--- config.mk ---
export PLATFORM = sky130hd
export DESIGN_NAME = t1_receive_defect_state_monitor
export DESIGN_NICKNAME = d
export VERILOG_FILES = /design/src/include/defect_mon_pkg.sv /design/src/include/persist_if.sv /design/src/rtl/ms_tick_gen.sv /design/src/rtl/defect_persist.sv /design/src/rtl/t1_receive_defect_state_monitor.sv
export VERILOG_INCLUDE_DIRS = /design/src /design/src/include
export SDC_FILE = /design/constraint.sdc
export NUM_CORES = 1
export LEC_CHECK = 0
export BUFFER_PORTS_ARGS = -buffer_cell sky130_fd_sc_hd__buf_2
export CAP_MARGIN = 10
export CORE_MARGIN = 2
export CORE_UTILIZATION = 45
export DETAILED_ROUTE_END_ITERATION = 6
export MAX_ROUTING_LAYER = met4
export PLACE_DENSITY = 0.64
export SLEW_MARGIN = 25
export SYNTH_ARGS = -nofsm -noshare
export SYNTH_HDL_FRONTEND = slang
export SYNTH_SLANG_ARGS = --single-unit
--- constraint.sdc ---
create_clock -name ref_clk -period 3.05 [get_ports ref_clk]
set_input_delay 0.4575 -clock ref_clk [delete_from_list [all_inputs] [get_ports ref_clk]]
set_output_delay 0.4575 -clock ref_clk [all_outputs]
set_load 0.03 [all_outputs]
--- src/include/defect_mon_defs.svh ---
// Constants for the T1 receive defect monitor: register map, field layout,
// reset values and persistence counts.
// Assumes a 125 MHz ref_clk; the per-bit and framing-bit strobes come from the framer.
`ifndef DEFECT_MON_DEFS_SVH
`define DEFECT_MON_DEFS_SVH

// ****************************************************************
// Register map (word index on the 4-bit register port)
// ****************************************************************
`define REG_ALARM_STATUS      4'h0
`define REG_ALARM_MASK        4'h1
`define REG_FRAME_THRESHOLD   4'h2

// ****************************************************************
// Status register layout
// ****************************************************************
`define ST_FRAME_LOSS_LIVE    7
`define ST_ALARM_IND_LIVE     6
`define ST_REMOTE_ALARM_LIVE  5
`define ST_SIGNAL_LOSS_LIVE   4
`define ST_FRAME_LOSS_CHG     2
`define ST_ALARM_IND_CHG      1
`define ST_REMOTE_ALARM_CHG   0

// ****************************************************************
// Reset values
// ****************************************************************
`define MASK_RST              3'h0
`define TOLERANCE_RST         4'h2
`define WINDOW_RST            4'h4

// ****************************************************************
// Timing
// ****************************************************************
`define CLK_PERIOD_PS         8000
`define MS_IN_PS              1000000000
`define MS_CYCLES_DEF         (`MS_IN_PS / `CLK_PERIOD_PS)
`define AIS_PERSIST_MS        42
`define YEL_PERSIST_MS        900
// One extra tick because the millisecond divider runs free of the condition
`define AIS_DECL_TICKS        (`AIS_PERSIST_MS + 1)
`define AIS_CLR_TICKS         (`AIS_PERSIST_MS + 1)
`define YEL_DECL_TICKS        (`YEL_PERSIST_MS + 1)
`define YEL_CLR_TICKS         0
`define LOS_BITS              8'd175
`define LOS_DENSITY_PERMILLE  125
`define LOS_ONES_MIN          8'((175 * `LOS_DENSITY_PERMILLE + 999) / 1000)

`endif

--- src/include/defect_mon_pkg.sv ---
// Types for the T1 receive defect monitor: state enums and the state structs
// of each module. Constants live in defect_mon_defs.svh.
package defect_mon_pkg;

   typedef enum logic [1:0] {
      LOF_IN_FRAME = 2'b01,
      LOF_LOST     = 2'b10
   } lof_state_e;

   typedef struct packed {
      logic [9:0] cnt;
      logic       live;
   } persist_s;

   typedef struct packed {
      logic [16:0] cnt;
      logic        tick;
   } divider_s;

   typedef struct packed {
      lof_state_e lof_state;
      logic [3:0] lof_bits;
      logic [3:0] lof_errs;
      logic [7:0] los_run;
      logic [7:0] los_bits;
      logic [7:0] los_ones;
      logic       los_live;
      logic [2:0] prev_live;
      logic [2:0] chg;
      logic [2:0] mask;
      logic [3:0] tolerance;
      logic [3:0] window;
      logic [7:0] rdata;
      logic       irq;
   } monitor_s;

endpackage : defect_mon_pkg

--- src/include/persist_if.sv ---
// Carrier between the monitor and one persistence filter.
// Assumes tick is a one-cycle pulse on ref_clk.
`timescale 1ns/1ps
interface persist_if;
   logic tick;
   logic cond;
   logic live;

   modport src  (output tick, output cond, input live);
   modport filt (input tick, input cond, output live);
endinterface : persist_if

--- src/rtl/ms_tick_gen.sv ---
// Free-running divider giving a one-cycle pulse every millisecond.
// Assumes a single clock; MS_CYCLES fits the 17-bit counter.
`timescale 1ns/1ps
`include "defect_mon_defs.svh"
module ms_tick_gen
   import defect_mon_pkg::*;
#(
   parameter int MS_CYCLES = `MS_CYCLES_DEF
) (
   input  wire logic ref_clk,   // System clock
   input  wire logic rst,       // Synchronous reset
   output      logic tick       // One pulse per millisecond
);
   divider_s st;
   divider_s next_st;

   always_comb begin
      next_st      = st;
      next_st.tick = 1'b0;
      if (st.cnt == 17'(MS_CYCLES - 1)) begin
         next_st.cnt  = 17'h0;
         next_st.tick = 1'b1;
      end else begin
         next_st.cnt = 17'(st.cnt + 17'h1);
      end
   end

   always_ff @(posedge ref_clk) begin
      if (rst) begin
         st <= '0;
      end else begin
         st <= next_st;
      end
   end

   assign tick = st.tick;
endmodule : ms_tick_gen

--- src/rtl/defect_persist.sv ---
// Persistence filter: the live state follows the condition only after the
// condition has held unbroken for a number of ticks. CLR_TICKS of 0 clears at once.
// Assumes tick is a one-cycle pulse and cond is synchronous to ref_clk.
`timescale 1ns/1ps
module defect_persist
   import defect_mon_pkg::*;
#(
   parameter int DECL_TICKS = 1,
   parameter int CLR_TICKS  = 1
) (
   input  wire logic ref_clk,   // System clock
   input  wire logic rst,       // Synchronous reset
   persist_if.filt   p          // Tick, condition and live state
);
   persist_s st;
   persist_s next_st;
   logic [9:0] cnt_inc;

   always_comb begin
      next_st = st;
      cnt_inc = 10'(st.cnt + 10'h1);
      if (p.cond == st.live) begin
         next_st.cnt = 10'h0;
      end else if (!p.cond && CLR_TICKS == 0) begin
         next_st.live = 1'b0;
         next_st.cnt  = 10'h0;
      end else if (p.tick) begin
         if (cnt_inc >= 10'(p.cond ? DECL_TICKS : CLR_TICKS)) begin
            next_st.live = p.cond;
            next_st.cnt  = 10'h0;
         end else begin
            next_st.cnt = cnt_inc;
         end
      end
   end

   always_ff @(posedge ref_clk) begin
      if (rst) begin
         st <= '0;
      end else begin
         st <= next_st;
      end
   end

   assign p.live = st.live;
endmodule : defect_persist

--- src/rtl/t1_receive_defect_state_monitor.sv ---
// T1 receive defect monitor: keeps the live loss-of-frame, alarm indication,
// yellow alarm and loss-of-signal states, latches changes of all but loss of signal and raises
// an interrupt, all behind a small register port.
// Assumes all line inputs are synchronous to ref_clk and that the framer
// gives one strobe per received bit and one per framing bit position.
//
// Operation
// [RULE1] Loss of frame declared when framing errors reach tolerance within the window.
// [RULE2] Alarm indication declared after all-ones persists for 42 ms.
// [RULE3] Alarm indication cleared after all-ones absent for 42 ms.
// [RULE4] Yellow alarm declared after remote alarm persists for 900 ms.
// [RULE5] Yellow alarm cleared at once when the remote alarm goes away.
// [RULE6] Loss of signal declared after condition holds 175 consecutive bits.
// [RULE7] Loss of signal cleared when absent or 12.5% ones over 175 bits.
// [RULE8] Live loss of frame at bit 7, alarm indication at bit 6, read-only.
// [RULE9] Live yellow alarm at bit 5, loss of signal at bit 4, read-only.
// [RULE10] Writes to live bits ignored; all four read zero after reset.
// [RULE11] Change flags latch on declare or clear of three states; read clears.
`timescale 1ns/1ps
`include "defect_mon_defs.svh"
module t1_receive_defect_state_monitor
   import defect_mon_pkg::*;
#(
   parameter int MS_CYCLES = `MS_CYCLES_DEF
) (
   input  wire logic       ref_clk,                   // 125 MHz system clock
   input  wire logic       rst,                       // Synchronous reset, active high
   input  wire logic [3:0] reg_addr,                  // Register index
   input  wire logic [7:0] reg_wdata,                 // Write data
   input  wire logic       reg_wr,                    // Write strobe
   input  wire logic       reg_rd,                    // Read strobe
   output      logic [7:0] reg_rdata,                 // Read data, cycle after the strobe
   output      logic       irq,                       // Level interrupt
   input  wire logic       rx_bit_en,                 // One pulse per received bit
   input  wire logic       rx_bit_data,               // Received bit value
   input  wire logic       rx_los_cond,               // Raw loss-of-signal condition
   input  wire logic       rx_fbit_en,                // One pulse per framing bit
   input  wire logic       rx_fbit_err,               // Framing bit pattern error
   input  wire logic       rx_ais_cond,               // All-ones alarm condition
   input  wire logic       rx_rai_cond,               // Remote alarm condition
   output      logic       rx_frame_loss_live,        // Loss of frame declared
   output      logic       rx_alarm_indication_live,  // Alarm indication declared
   output      logic       rx_remote_alarm_live,      // Yellow alarm declared
   output      logic       rx_signal_loss_live        // Loss of signal declared
);

   // ****************************************************************
   // Helpers
   // ****************************************************************
   function automatic logic [7:0] inc8(input logic [7:0] v);
      inc8 = (v == 8'hff) ? v : 8'(v + 8'h01);
   endfunction : inc8

   function automatic logic [3:0] inc4(input logic [3:0] v);
      inc4 = (v == 4'hf) ? v : 4'(v + 4'h1);
   endfunction : inc4

   // ****************************************************************
   // State and sub-blocks
   // ****************************************************************
   monitor_s   st;
   monitor_s   next_st;
   logic       ms_tick;
   logic       lof_live;
   logic [2:0] live_now;
   logic [2:0] chg_evt;
   logic [7:0] status;
   logic [3:0] fbits;
   logic [3:0] ferrs;
   logic [7:0] lbits;
   logic [7:0] lones;
   logic [7:0] lrun;

   persist_if ais_if ();
   persist_if yel_if ();

   ms_tick_gen #(
      .MS_CYCLES (MS_CYCLES)
   ) u_ms_tick (
      .ref_clk (ref_clk),
      .rst     (rst),
      .tick    (ms_tick)
   );

   assign ais_if.tick = ms_tick;
   assign ais_if.cond = rx_ais_cond;
   assign yel_if.tick = ms_tick;
   assign yel_if.cond = rx_rai_cond;

   defect_persist #(
      .DECL_TICKS (`AIS_DECL_TICKS),  // RULE2
      .CLR_TICKS  (`AIS_CLR_TICKS)    // RULE3
   ) u_ais (
      .ref_clk (ref_clk),
      .rst     (rst),
      .p       (ais_if.filt)
   );

   defect_persist #(
      .DECL_TICKS (`YEL_DECL_TICKS),  // RULE4
      .CLR_TICKS  (`YEL_CLR_TICKS)    // RULE5
   ) u_yel (
      .ref_clk (ref_clk),
      .rst     (rst),
      .p       (yel_if.filt)
   );

   // ****************************************************************
   // Status word
   // ****************************************************************
   assign lof_live = (st.lof_state == LOF_LOST);
   assign live_now = {lof_live, ais_if.live, yel_if.live};
   assign chg_evt  = live_now ^ st.prev_live;

   always_comb begin
      status                        = 8'h00;
      status[`ST_FRAME_LOSS_LIVE]   = lof_live;         // RULE8
      status[`ST_ALARM_IND_LIVE]    = ais_if.live;      // RULE8
      status[`ST_REMOTE_ALARM_LIVE] = yel_if.live;      // RULE9
      status[`ST_SIGNAL_LOSS_LIVE]  = st.los_live;      // RULE9
      status[`ST_FRAME_LOSS_CHG]    = st.chg[2];
      status[`ST_ALARM_IND_CHG]     = st.chg[1];
      status[`ST_REMOTE_ALARM_CHG]  = st.chg[0];
   end

   // ****************************************************************
   // Next state
   // ****************************************************************
   always_comb begin
      next_st       = st;
      next_st.rdata = 8'h00;
      fbits         = inc4(st.lof_bits);
      ferrs         = rx_fbit_err ? inc4(st.lof_errs) : st.lof_errs;
      lbits         = inc8(st.los_bits);
      lones         = rx_bit_data ? inc8(st.los_ones) : st.los_ones;
      lrun          = inc8(st.los_run);

      // Loss of frame: errors counted per observation window of framing bits
      if (rx_fbit_en) begin
         next_st.lof_bits = fbits;
         next_st.lof_errs = ferrs;
         unique case (st.lof_state)
            LOF_IN_FRAME: begin
               if (st.tolerance != 4'h0 && ferrs >= st.tolerance) begin
                  next_st.lof_state = LOF_LOST;  // RULE1
                  next_st.lof_bits  = 4'h0;
                  next_st.lof_errs  = 4'h0;
               end else if (fbits >= st.window) begin
                  next_st.lof_bits = 4'h0;
                  next_st.lof_errs = 4'h0;
               end
            end
            LOF_LOST: begin
               // A whole window below tolerance counts as frame regained
               if (fbits >= st.window) begin
                  if (st.tolerance == 4'h0 || ferrs < st.tolerance) begin
                     next_st.lof_state = LOF_IN_FRAME;
                  end
                  next_st.lof_bits = 4'h0;
                  next_st.lof_errs = 4'h0;
               end
            end
            default: begin
               next_st.lof_state = LOF_IN_FRAME;
            end
         endcase
      end

      // Loss of signal: consecutive-bit run to declare, density block to clear
      if (rx_bit_en) begin
         if (!st.los_live) begin
            if (rx_los_cond) begin
               next_st.los_run = lrun;
               if (lrun >= `LOS_BITS) begin
                  next_st.los_live = 1'b1;      // RULE6
                  next_st.los_run  = 8'h00;
                  next_st.los_bits = 8'h00;
                  next_st.los_ones = 8'h00;
               end
            end else begin
               next_st.los_run = 8'h00;
            end
         end else if (!rx_los_cond) begin
            next_st.los_live = 1'b0;            // RULE7
            next_st.los_bits = 8'h00;
            next_st.los_ones = 8'h00;
         end else begin
            next_st.los_bits = lbits;
            next_st.los_ones = lones;
            if (lbits >= `LOS_BITS) begin
               if (lones >= `LOS_ONES_MIN) begin
                  next_st.los_live = 1'b0;      // RULE7
               end
               next_st.los_bits = 8'h00;
               next_st.los_ones = 8'h00;
            end
         end
      end

      // Change flags: a new edge in the read cycle survives the clear
      next_st.prev_live = live_now;
      if (reg_rd && reg_addr == `REG_ALARM_STATUS) begin
         next_st.chg = chg_evt;                 // RULE11
      end else begin
         next_st.chg = st.chg | chg_evt;        // RULE11
      end

      // Status is read-only; writes to it fall away
      if (reg_wr) begin
         unique case (reg_addr)
            `REG_ALARM_MASK: begin
               next_st.mask = reg_wdata[2:0];
            end
            `REG_FRAME_THRESHOLD: begin
               next_st.tolerance = reg_wdata[3:0];
               next_st.window    = reg_wdata[7:4];
            end
            default: begin
               next_st.mask = st.mask;          // RULE10
            end
         endcase
      end

      if (reg_rd) begin
         unique case (reg_addr)
            `REG_ALARM_STATUS: begin
               next_st.rdata = status;
            end
            `REG_ALARM_MASK: begin
               next_st.rdata = {5'h00, st.mask};
            end
            `REG_FRAME_THRESHOLD: begin
               next_st.rdata = {st.window, st.tolerance};
            end
            default: begin
               next_st.rdata = 8'h00;
            end
         endcase
      end

      next_st.irq = |(next_st.chg & next_st.mask);
   end

   // ****************************************************************
   // Registers
   // ****************************************************************
   always_ff @(posedge ref_clk) begin
      if (rst) begin
         st           <= '0;                    // RULE10
         st.lof_state <= LOF_IN_FRAME;
         st.mask      <= `MASK_RST;
         st.tolerance <= `TOLERANCE_RST;
         st.window    <= `WINDOW_RST;
      end else begin
         st <= next_st;
      end
   end

   // ****************************************************************
   // Outputs
   // ****************************************************************
   assign reg_rdata                = st.rdata;
   assign irq                      = st.irq;
   assign rx_frame_loss_live       = lof_live;
   assign rx_alarm_indication_live = ais_if.live;
   assign rx_remote_alarm_live     = yel_if.live;
   assign rx_signal_loss_live      = st.los_live;

endmodule : t1_receive_defect_state_monitor

== Word-level counts from Yosys, hierarchy flattened ==
Index checks and enable logic that the tools add are counted.

* Flip-flop bits (word level): 101
* Input bits: 23
* Output and inout port bits: 13
* Word-level logic and storage cells: 113

* Add/sub/neg operators: 8
* Magnitude comparators: 8
* Equal/unequal tests: 17
* Muxes and demuxes: 33
* Bitwise logic cells: 8
* Reduce and logical (&&, ||, !) cells: 19

{| class="wikitable"
|+ Operators by type and width
! cell !! count
|-
| $mux W17 || 4
|-
| $mux W8 || 8
|-
| $mux W10 || 4
|-
| $mux W25 || 1
|-
| $add A8 B1 Y8 const B || 3
|-
| $eq A8 B8 Y1 const B || 3
|-
| $pmux W8 S3 || 1
|-
| $add A10 B1 Y10 const B || 2
|-
| $add A17 B1 Y17 const B || 1
|-
| $eq A17 B17 Y1 const B || 1
|-
| $ge A8 B8 Y1 const B || 2
|-
| $pmux W8 S2 || 1
|-
| $mux W4 || 3
|-
| $mux W11 || 1
|-
| $ge A10 B10 Y1 || 1
|-
| $ge A10 B6 Y1 const B || 1
|-
| $reduce_and A3 Y1 || 3
|-
| $add A4 B1 Y4 const B || 2
|-
| $eq A4 B4 Y1 const B || 2
|-
| $ge A4 B4 Y1 || 2
|-
| $ge A8 B5 Y1 const B || 1
|-
| $logic_not A4 Y1 || 2
|-
| $ne A2 B1 Y1 const B || 4
|-
| $mux W3 || 2
|-
| other kinds (22) || 38
|}

== Depth between registers and ports, before layout ==
Gate-level depths: netlist of run 1.

* Depth in word-level cells: 8
* Depth in mapped cells: 12
* Gate-level depth less buffers: 12

== By module ==
A second synthesis of run 1 with hierarchy kept.

* Cell total of the unflattened synthesis: 717
* Area total of the unflattened synthesis: 5,873.1 µm²

{| class="wikitable"
|+ By module, submodules not included
! module !! instances !! cells each !! area an instance (µm²) !! sequential area each (µm²)
|-
| t1_receive_defect_state_monitor || 1 || 451 || 3,603.5 || 1,221.2
|-
| defect_persist at u_yel || 1 || 100 || 825.8 || 220.2
|-
| ms_tick_gen || 1 || 93 || 825.8 || 360.3
|-
| defect_persist at u_ais || 1 || 73 || 618.1 || 220.2
|}

== Worst setup path after synthesis of run 1 ==
OpenSTA, ideal clock, no wires.

* Path type: reg-to-reg
* Start: reg st[52] in the netlist's numbering
* End: reg st[58] in the netlist's numbering
* Setup time: 0.070 ns
* Arrival time: 2.611 ns
* Data required time: 2.980 ns
* Slack: 0.369 ns
* Stages on the path, launching flop included: 13
* Path buffers: 0
* Clock period less this slack: 2.681 ns
* Path through: dfxtp_1 > ha_1 > nand3_1 > nand2_1 > mux2_2 > ha_1 > nor2b_1 > o21a_1 > o21ai_0 > a21oi_1 > o21a_1 > or3b_2 > a21oi_1

* Cells in the longest elaborated chain, start to end: 7
* Elaborated cells between the ends (all ways): 8
* Those cells by class: add/sub: 1; order compare: 1; eq/ne: 1; mux: 4; reduce/logical: 1

{| class="wikitable"
|+ Ends and longest elaborated chain
! element !! RTL line !! text
|-
| start, declared || t1_receive_defect_state_monitor.sv:61 || <nowiki>monitor_s st;</nowiki>
|-
| start signal, assigned || t1_receive_defect_state_monitor.sv:255 || <nowiki>st <= next_st;</nowiki>
|-
| $add A4 B1 Y4 or $eq A4 B4 Y1 (tied branches) || t1_receive_defect_state_monitor.sv:55 || <nowiki>inc4 = (v == 4'hf) ? v : 4'(v + 4'h1);</nowiki>
|-
| $mux W4 || t1_receive_defect_state_monitor.sv:55 ||
|-
| $mux W4 * || t1_receive_defect_state_monitor.sv:133 || <nowiki>ferrs = rx_fbit_err ? inc4(st.lof_errs) : st.lof_errs;</nowiki>
|-
| $ge A4 B4 Y1 * || t1_receive_defect_state_monitor.sv:144 || <nowiki>if (st.tolerance != 4'h0 && ferrs >= st.tolerance) begin</nowiki>
|-
| $logic_and A1 B1 Y1 * || t1_receive_defect_state_monitor.sv:144 ||
|-
| $mux W8 * || t1_receive_defect_state_monitor.sv:144 ||
|-
| $pmux W8 S2 * || t1_receive_defect_state_monitor.sv:142 || <nowiki>unique case (st.lof_state)</nowiki>
|}

Mark *: on every way between the ends. The rest lies on a longest branch, timed or not.
A chain may end at the register's enable or synchronous reset.

== Final worst setup path of run 1 ==
* Start: reg st[55] in the netlist's numbering
* End: reg st[52] in the netlist's numbering

* Cells in the longest elaborated chain, start to end: 6
* Elaborated cells between the ends (all ways): 8
* Those cells by class: add/sub: 1; order compare: 1; eq/ne: 1; mux: 5

{| class="wikitable"
|+ Ends and longest elaborated chain
! element !! RTL line !! text
|-
| $add A4 B1 Y4 or $eq A4 B4 Y1 (tied branches) || t1_receive_defect_state_monitor.sv:55 ||
|-
| $mux W4 * || t1_receive_defect_state_monitor.sv:55 ||
|-
| $ge A4 B4 Y1 * || t1_receive_defect_state_monitor.sv:148, t1_receive_defect_state_monitor.sv:155 ||
|-
| $mux W8 || t1_receive_defect_state_monitor.sv:148 || <nowiki>end else if (fbits >= st.window) begin</nowiki>
|-
| $mux W8 || t1_receive_defect_state_monitor.sv:144 ||
|-
| $pmux W8 S2 * || t1_receive_defect_state_monitor.sv:142 ||
|}

Mark *: on every way between the ends. The rest lies on a longest branch, timed or not. The select of a mux whose other input is x is not followed.

==> results of run 1 <==
## cell families (layout without fill, tap and decap cells)
group | after synthesis | in the layout
xor gates and xnor gates | 27 | 27
and+or+nand+nor | 282 | 282
buffers and inverters | 69 | 83
DFF | 101 | 101
AOI/OAI and AO/OA | 168 | 168
adders and majority gates | 24 | 24
muxes | 23 | 23
## routing by layer
layer	vias to the layer above	part of all wire (%)	global-route usage (%)
met5	-	0	-
met4	0	1.2	4.67
met3	12	3.2	3.92
met2	67	48	31.3
met1	2323	47	22.1
li1	2525	-	-
## flip-flops by register name, indices dropped and copies added (netlist names)
signal and flops:
u_ms_tick.st 17, rx_signal_loss_live 1, reg_rdata 8, u_ais.st 10, u_ms_tick.tick 1, u_yel.st 10
u_ais.p.live 1, irq 1, u_yel.p.live 1, st 51
## metrics by stage
step / utilization, % / hold WS [ps] / area [um^2] / cells
floorplan: - / 418 / 5800 / 694
global placement: 47.5 / 430 / 5990 / 863
detailed placement: 47.5 / 449 / 5990 / 863
CTS: 49.9 / 348 / 6290 / 879
global route: 50.0 / 362 / 6310 / 880
finish: 50.0 / 354 / 6310 / 880
## final timing paths
path / slack [ps] / endpoint
max reg2reg: 200 / st[52]$_SDFFE_PP0P_
min reg2reg: 460 / u_ms_tick.st[1]$_SDFF_PP0_
max: 200 / st[52]$_SDFFE_PP0P_
min: 350 / st[12]$_SDFFE_PP0P_
## area by class of cell
class | instances | area (um^2) | share of cell area [%]
clock inverter | 4 | 56.3 | 0.892
multi-input combinational | 524 | 3460 | 54.8
sequential | 101 | 2020 | 32.1
clock buffer | 12 | 246 | 3.90
inverter | 28 | 105 | 1.67
timing repair buffer | 39 | 205 | 3.25
tap | 172 | 215 | 3.41
## tightest hold or removal path, stage by stage
cell	delay, ps
buf_2	80
mux2i_1	50
nor2_1	70
## cell usage in the layout, fill, tap and decap left out, drive strengths merged, types with 4 or more instances in the layout
cell | Yosys | final
dfxtp | 101 | 101
nor2 | 73 | 73
a21oi | 46 | 46
nand2 | 40 | 40
buf | 19 | 39
nand3 | 34 | 34
o21ai | 31 | 31
inv | 28 | 29
ha | 24 | 24
nand2b | 21 | 21
mux2i | 19 | 19
xnor2 | 15 | 15
nand4 | 15 | 15
xor2 | 12 | 12
a21o | 12 | 12
nor2b | 12 | 12
and2 | 12 | 12
clkbuf | 22 | 12
a31oi | 11 | 11
and3 | 11 | 11
nor3 | 9 | 9
or3 | 9 | 9
nand4b | 8 | 8
a311oi | 8 | 8
or2 | 7 | 7
a31o | 6 | 6
or3b | 5 | 5
a21boi | 5 | 5
nor4 | 5 | 5
nor4b | 5 | 5
mux2 | 4 | 4
nand3b | 4 | 4
o22ai | 4 | 4
a41oi | 4 | 4
nor3b | 4 | 4
a211oi | 4 | 4
o211ai | 4 | 4
## power by group through the flow
stage	logic [mW]	clock network, mW	registers [mW]
after floorplan	0.281	0	1.41
after global placement	0.352	0	1.41
after detailed placement	0.365	0	1.41
after CTS	0.368	1.20	1.38
after global routing	0.448	1.26	1.39
final	0.399	1.16	1.39
## timing repair
| item | CTS | global route |
|---|---|---|
| buffers inserted | 0 | 1 |
| setup endpoints to repair | 0 | 4 |
| resized for setup | 0 | 4 |
==> summary.md, run 1 <==
| Metric | Value |
|---|---|
| Cts-stage hold buffer count | `0` |
| Clock latency on the worst-skew pair | `340 ps` |
| Die area | `13800 um^2` |
| Grt total ovfl | `0` |
| Starting Density | `46.0%` |
| Slowest stage cell, crit path | `or3b_2` |
| Sw frac | `25.2%` |
| Dominant cells by area after synthesis | `dfxtp_1 (35%), ha_1 (5.2%), nor2_1 (4.6%), a21oi_1 (3.8%), mux2i_1 (3.3%)` |
| Power Total | `2.94 mW` |
| Slew Viols, Final | `0` |
| Crit path from | `st[55]$_SDFFE_PP0P_` |
| Post-synth EDFFs | `0` |
| Routed wire length per instance | `13.7 um` |
| # clock sinks | `101` |
| Final worst clock skew | `5.73 ps` |
| Clk root buf | `clkbuf_16` |
| Final setup vio count | `0` |
| Kind of critical path | `flop to flop` |
| Gr usage total | `18.3%` |
| Synth Area in Adders | `5.18%` |
| CTS tree | `yes` |
| Vias in the first global route | `4642` |
| Crit Path Max Fanout | `8` |
| Worst r2r path cells | `11` |
| CP max stage delay | `490 ps` |
| Antenna viol nets, final | `0` |
| Final wirelength | `12.0 mm` |
| Max Clk Rate | `351 MHz` |
| Peak VDD IR | `0.234 mV` |
| Net load switching power | `740 uW` |
| Sum Neg Setup Slack | `0 ps` |
| Simple-Gate Fraction of Synth Area | `26.3%` |
| Power density over the cells | `466 nW/um^2` |
| Sequential power share | `47.1%` |
| Crit path depth | `11` |
| Ant diodes | `0` |
| Synth Area in XOR/XNOR | `4.08%` |
| H-Tree Depth | `3` |
| Layout area overhead | `8.85%` |
| Hold Startpoint | `reg_wdata[7]` |
| I/O Buffers | `35` |
| RSZ-0062 raised after global routing | `false` |
| Bufs on Longest Clock Path | `2` |
| Final Hold Fails | `0` |
| Fin worst setup slack | `204 ps` |
| Fraction of layout cells with a size suffix above 1 | `12.9%` |
| Largest delay share family, worst path | `compound AO/OA/AOI/OAI gates` |
| Fin crit share | `93.3%` |
| FF-to-FF Start | `st[55]$_SDFFE_PP0P_` |
| Complex-gate fraction of the synthesized area | `19.8%` |
| Die height | `118 um` |
| Worst slew pin tran | `863 ps` |
| Leakage power | `2.47 nW` |
| First-pass GRT wire length | `20.9 mm` |
| Mapped Nets | `741` |
| Mean Syn Cell Area | `8.36 um^2` |
| Critical path cell sequence | `ha_1, nand3_1, xnor2_2, ha_1, nand2b_1, a21o_1, a21o_1, a21oi_1, o21ai_2, or3b_2, a21oi_1` |
| Commonest cells in the netlist | `dfxtp_1 (101), nor2_1 (71), a21oi_1 (44)` |
| Synthesized flop and latch total | `101` |
| Clock power frac | `39.4%` |
| Core area | `12600 um^2` |
| Antenna violations before repair | `0` |
| Post-synth cell types | `76` |
| Post-Syn Area | `5800 um^2` |
| Setup crit end kind | `flop` |
| I/O pin count | `36` |
| DRC violations left | `0` |
| Count leader, synth | `dfxtp_1` |
| Worst slack, placed | `164 ps` |
| Yosys warning total | `0` |
| TritonRoute pass-1 iters | `6` |
| Post-synthesis mux area share | `4.06%` |
| Tmin final | `2850 ps` |
| Buf/Inv on CP | `0` |
| Register area share after synthesis | `34.9%` |
| Worst slew margin relative to its limit | `42.0%` |
| Share of the synthesized area in the top cell type | `34.9%` |
| TritonCTS Buffers | `9` |
| Post-synthesis async set-or-reset flop share | `0%` |
| RePlAce Congestion | `0.913` |
| Die extent in x | `118 um` |
| Max-Cap Viols | `0` |
| Number of DRC markers in iteration 0 | `264` |
| Outcome | `completed` |
| Layout net count | `750` |
| Final HPWL DP | `8.37 mm` |
| Largest net degree at the start of global routing | `37` |
| WP data required | `3320 ps` |
| Cell taking the most area after synthesis | `dfxtp_1` |
| Largest family of logic cells by synthesized area | `simple AND/OR/NAND/NOR gates` |
| Class of the worst hold path | `input port to flop` |
| Synth Flop Type | `dfxtp_1` |
| Post-synthesis cell count | `694` |
| Vias | `4927` |
| Reg clk slew, reported paths | `70 ps` |
| Filler instances | `1266` |
| Arr. time, crit path | `3110 ps` |
| Critical Path Start Type | `flop` |
| Rows | `41` |
| Int Power | `2.20 mW` |
| Worst Hold Path Cells | `3` |
| Comb power frac | `13.5%` |
| DR vias/cell | `5.60` |
(Power assumes the default switching activity.)
==> run 2: changes to the inputs <==
--- a/config.mk
+++ b/config.mk
@@ -12,7 +12,6 @@
 export CORE_UTILIZATION = 45
 export DETAILED_ROUTE_END_ITERATION = 6
 export MAX_ROUTING_LAYER = met4
-export PLACE_DENSITY = 0.64
 export SLEW_MARGIN = 25
 export SYNTH_ARGS = -nofsm -noshare
 export SYNTH_HDL_FRONTEND = slang
==> summary.md, run 2 (synthesis results as in run 1) <==
| Metric | Value |
|---|---|
| Cts-stage hold buffer count | `0 (unchanged)` |
| Worst slew pin tran | `915 ps (+51.9 ps)` |
| Biggest register | `st` |
| TritonCTS Buffers | `9 (unchanged)` |
| Layout net count | `750 (unchanged)` |
| FF-to-FF Start | `st[52]$_SDFFE_PP0P_` |
| Int Power | `2.17 mW (-1.6%)` |
| Hold slack final | `354 ps (-0.408 ps)` |
| Comb power frac | `13.2% (-0.3 points)` |
| Bufs on Longest Clock Path | `2 (unchanged)` |
| Tmin final | `2880 ps (+33.7 ps)` |
| Final wirelength | `12.1 mm (+0.39%)` |
| Layout area overhead | `8.76% (about the same)` |
| Sw frac | `25.8% (+0.62 points)` |
| Finished Layout Cells | `880 (unchanged)` |
| Crit path from | `st[52]$_SDFFE_PP0P_` |
| Setup crit end kind | `flop` |
| Max Clk Rate | `347 MHz (-1.2%)` |
| Fin util | `50.0% (about the same)` |
| CTS tree | `yes` |
| Reg2Reg Setup Slack | `170 ps (-30 ps)` |
| Routed wire length per instance | `13.7 um (+0.39%)` |
| Fraction of layout cells with a size suffix above 1 | `12.9% (unchanged)` |
| # clock sinks | `101 (unchanged)` |
| Filler instances | `1215 (-4.0%)` |
| First-pass GRT wire length | `20.0 mm (-4.1%)` |
| Core area | `12600 um^2 (unchanged)` |
| Regs by FF count | `st x51, u_ms_tick.st x17` |
| RePlAce Congestion | `0.905 (-0.80%)` |
| Final setup vio count | `0 (unchanged)` |
| Crit Path Max Fanout | `8 (unchanged)` |
| Final HPWL DP | `8.40 mm (+0.36%)` |
| Clock power frac | `39.4% (about the same)` |
| Clock latency on the worst-skew pair | `350 ps (about the same)` |
| Die height | `118 um (unchanged)` |
| Max-Cap Viols | `0 (unchanged)` |
| Die extent in x | `118 um (unchanged)` |
| I/O pin count | `36 (unchanged)` |
| Starting Density | `46.0% (unchanged)` |
| Ant diodes | `0 (unchanged)` |
| Placed Instances | `864 (+0.12%)` |
| H-Tree Depth | `3 (unchanged)` |
| Sequential Area | `2020 um^2 (about the same)` |
| Max reg flops | `51 (unchanged)` |
| Largest net degree at the start of global routing | `27 (-27%)` |
| WP data required | `3330 ps (about the same)` |
| Most common cell after layout, fill and taps aside | `dfxtp_1` |
| Kind of critical path | `flop to flop` |
| Grt total ovfl | `0 (unchanged)` |
| Vias | `4929 (+0.041%)` |
| Antenna violations before repair | `0 (unchanged)` |
| TritonRoute pass-1 iters | `5 (-1)` |
| Multi-input gate area | `3460 um^2 (unchanged)` |
| Outcome | `completed` |
| Class of the worst hold path | `input port to flop` |
| Number of DRC markers in iteration 0 | `271 (+2.7%)` |
| Sequential power share | `47.4% (+0.3 points)` |
| DR vias/cell | `5.60 (about the same)` |
| Critical Path Start Type | `flop` |
| Hold Startpoint | `reg_wdata[3]` |
| Sum Neg Setup Slack | `0 ps (unchanged)` |
| Antenna viol nets, final | `0 (unchanged)` |
| Final Hold Fails | `0 (unchanged)` |
| Peak VDD IR | `0.460 mV (+96%)` |
| Arr. time, crit path | `3160 ps (+50 ps)` |
| Power density over the cells | `463 nW/um^2 (-0.73%)` |
| Rows | `41 (unchanged)` |
| Worst slew margin relative to its limit | `38.5% (-3.5 points)` |
| DRC violations left | `0 (unchanged)` |
| RSZ-0062 raised after global routing | `false` |
| Final worst clock skew | `11.8 ps (+6.02 ps)` |
| I/O Buffers | `35 (unchanged)` |
| Clk root buf | `clkbuf_16` |
| Fin crit share | `94.4% (+1.1 points)` |
| Slew Viols, Final | `0 (unchanged)` |
| Die area | `13800 um^2 (unchanged)` |
| Net load switching power | `752 uW (+1.7%)` |
| Leakage power | `2.47 nW (about the same)` |
| Gr usage total | `17.8% (-0.50 points)` |
| Vias in the first global route | `4467 (-3.8%)` |
| Reg clk slew, reported paths | `70 ps (about the same)` |
| Most frequent cells in the layout | `dfxtp_1 (101), nor2_1 (71), a21oi_1 (44)` |
run 2: cell types whose count changed in the layout (fill, tap and decap cells not counted):
cell,delta
dfxtp_1,+1
clkbuf_8,-1
clkbuf_1,-1
dfxtp_2,-1
clkinv_2,+1
inv_6,+1
run 2: path summary, 6_finish.rpt:
check                                    end  cells after the start
setup / recovery         st[56]$_SDFFE_PP0P_                     12
hold / removal           st[16]$_SDFFE_PP0P_                      3
setup reg to reg         st[56]$_SDFFE_PP0P_                     12
hold reg to reg   u_ms_tick.st[1]$_SDFF_PP0_                      1
run 2: final cells by class:
class,count,area share [%]
Clock buffer,10,3.63
Clock inverter,6,1.11
Inverter,28,1.67
Multi-Input combinational cell,524,54.9
Sequential cell,101,32.1
Tap cell,172,3.41
Timing Repair Buffer,39,3.25
run 2: critical path, cell delays in order (launching register included):
cell	delay [ps]
dfxtp_1	380
ha_1	200
nand3_1	80
nand2_1	110
mux2_2	360
ha_1	280
nor2b_1	140
o21a_1	160
o21ai_0	140
a21oi_1	110
o21a_2	270
or3b_2	460
a21oi_1	130
run 2: power groups by stage:
stage / clock network [mW] / logic, mW / registers [mW]
finish: 1.15 / 0.385 / 1.38
global route: 1.26 / 0.430 / 1.39
CTS: 1.20 / 0.374 / 1.38
detailed placement: 0 / 0.370 / 1.41
global placement: 0 / 0.354 / 1.41
floorplan: 0 / 0.281 / 1.41
run 2: metal layers:
layer | track usage, % | up-vias | share of wire, %
met4 | 5.95 | 0 | 1.0
li1 | - | 2528 | -
met2 | 30.6 | 90 | 49
met1 | 20.3 | 2301 | 46
met3 | 4.55 | 10 | 3.7
met5 | - | - | 0
run 2: timing repair:
action	CTS	global route
gates resized for setup	0	3
endpoints found under the setup margin	0	4
buffers inserted	0	0
run 2: stage by stage:
step	total power, mW	setup slack, ps	area, um^2
detailed placement	1.78	157	6000
global route	3.08	4.77	6310
finish	2.92	171	6310
CTS	2.95	129	6290
floorplan	1.69	369	5800
global placement	1.76	234	6000
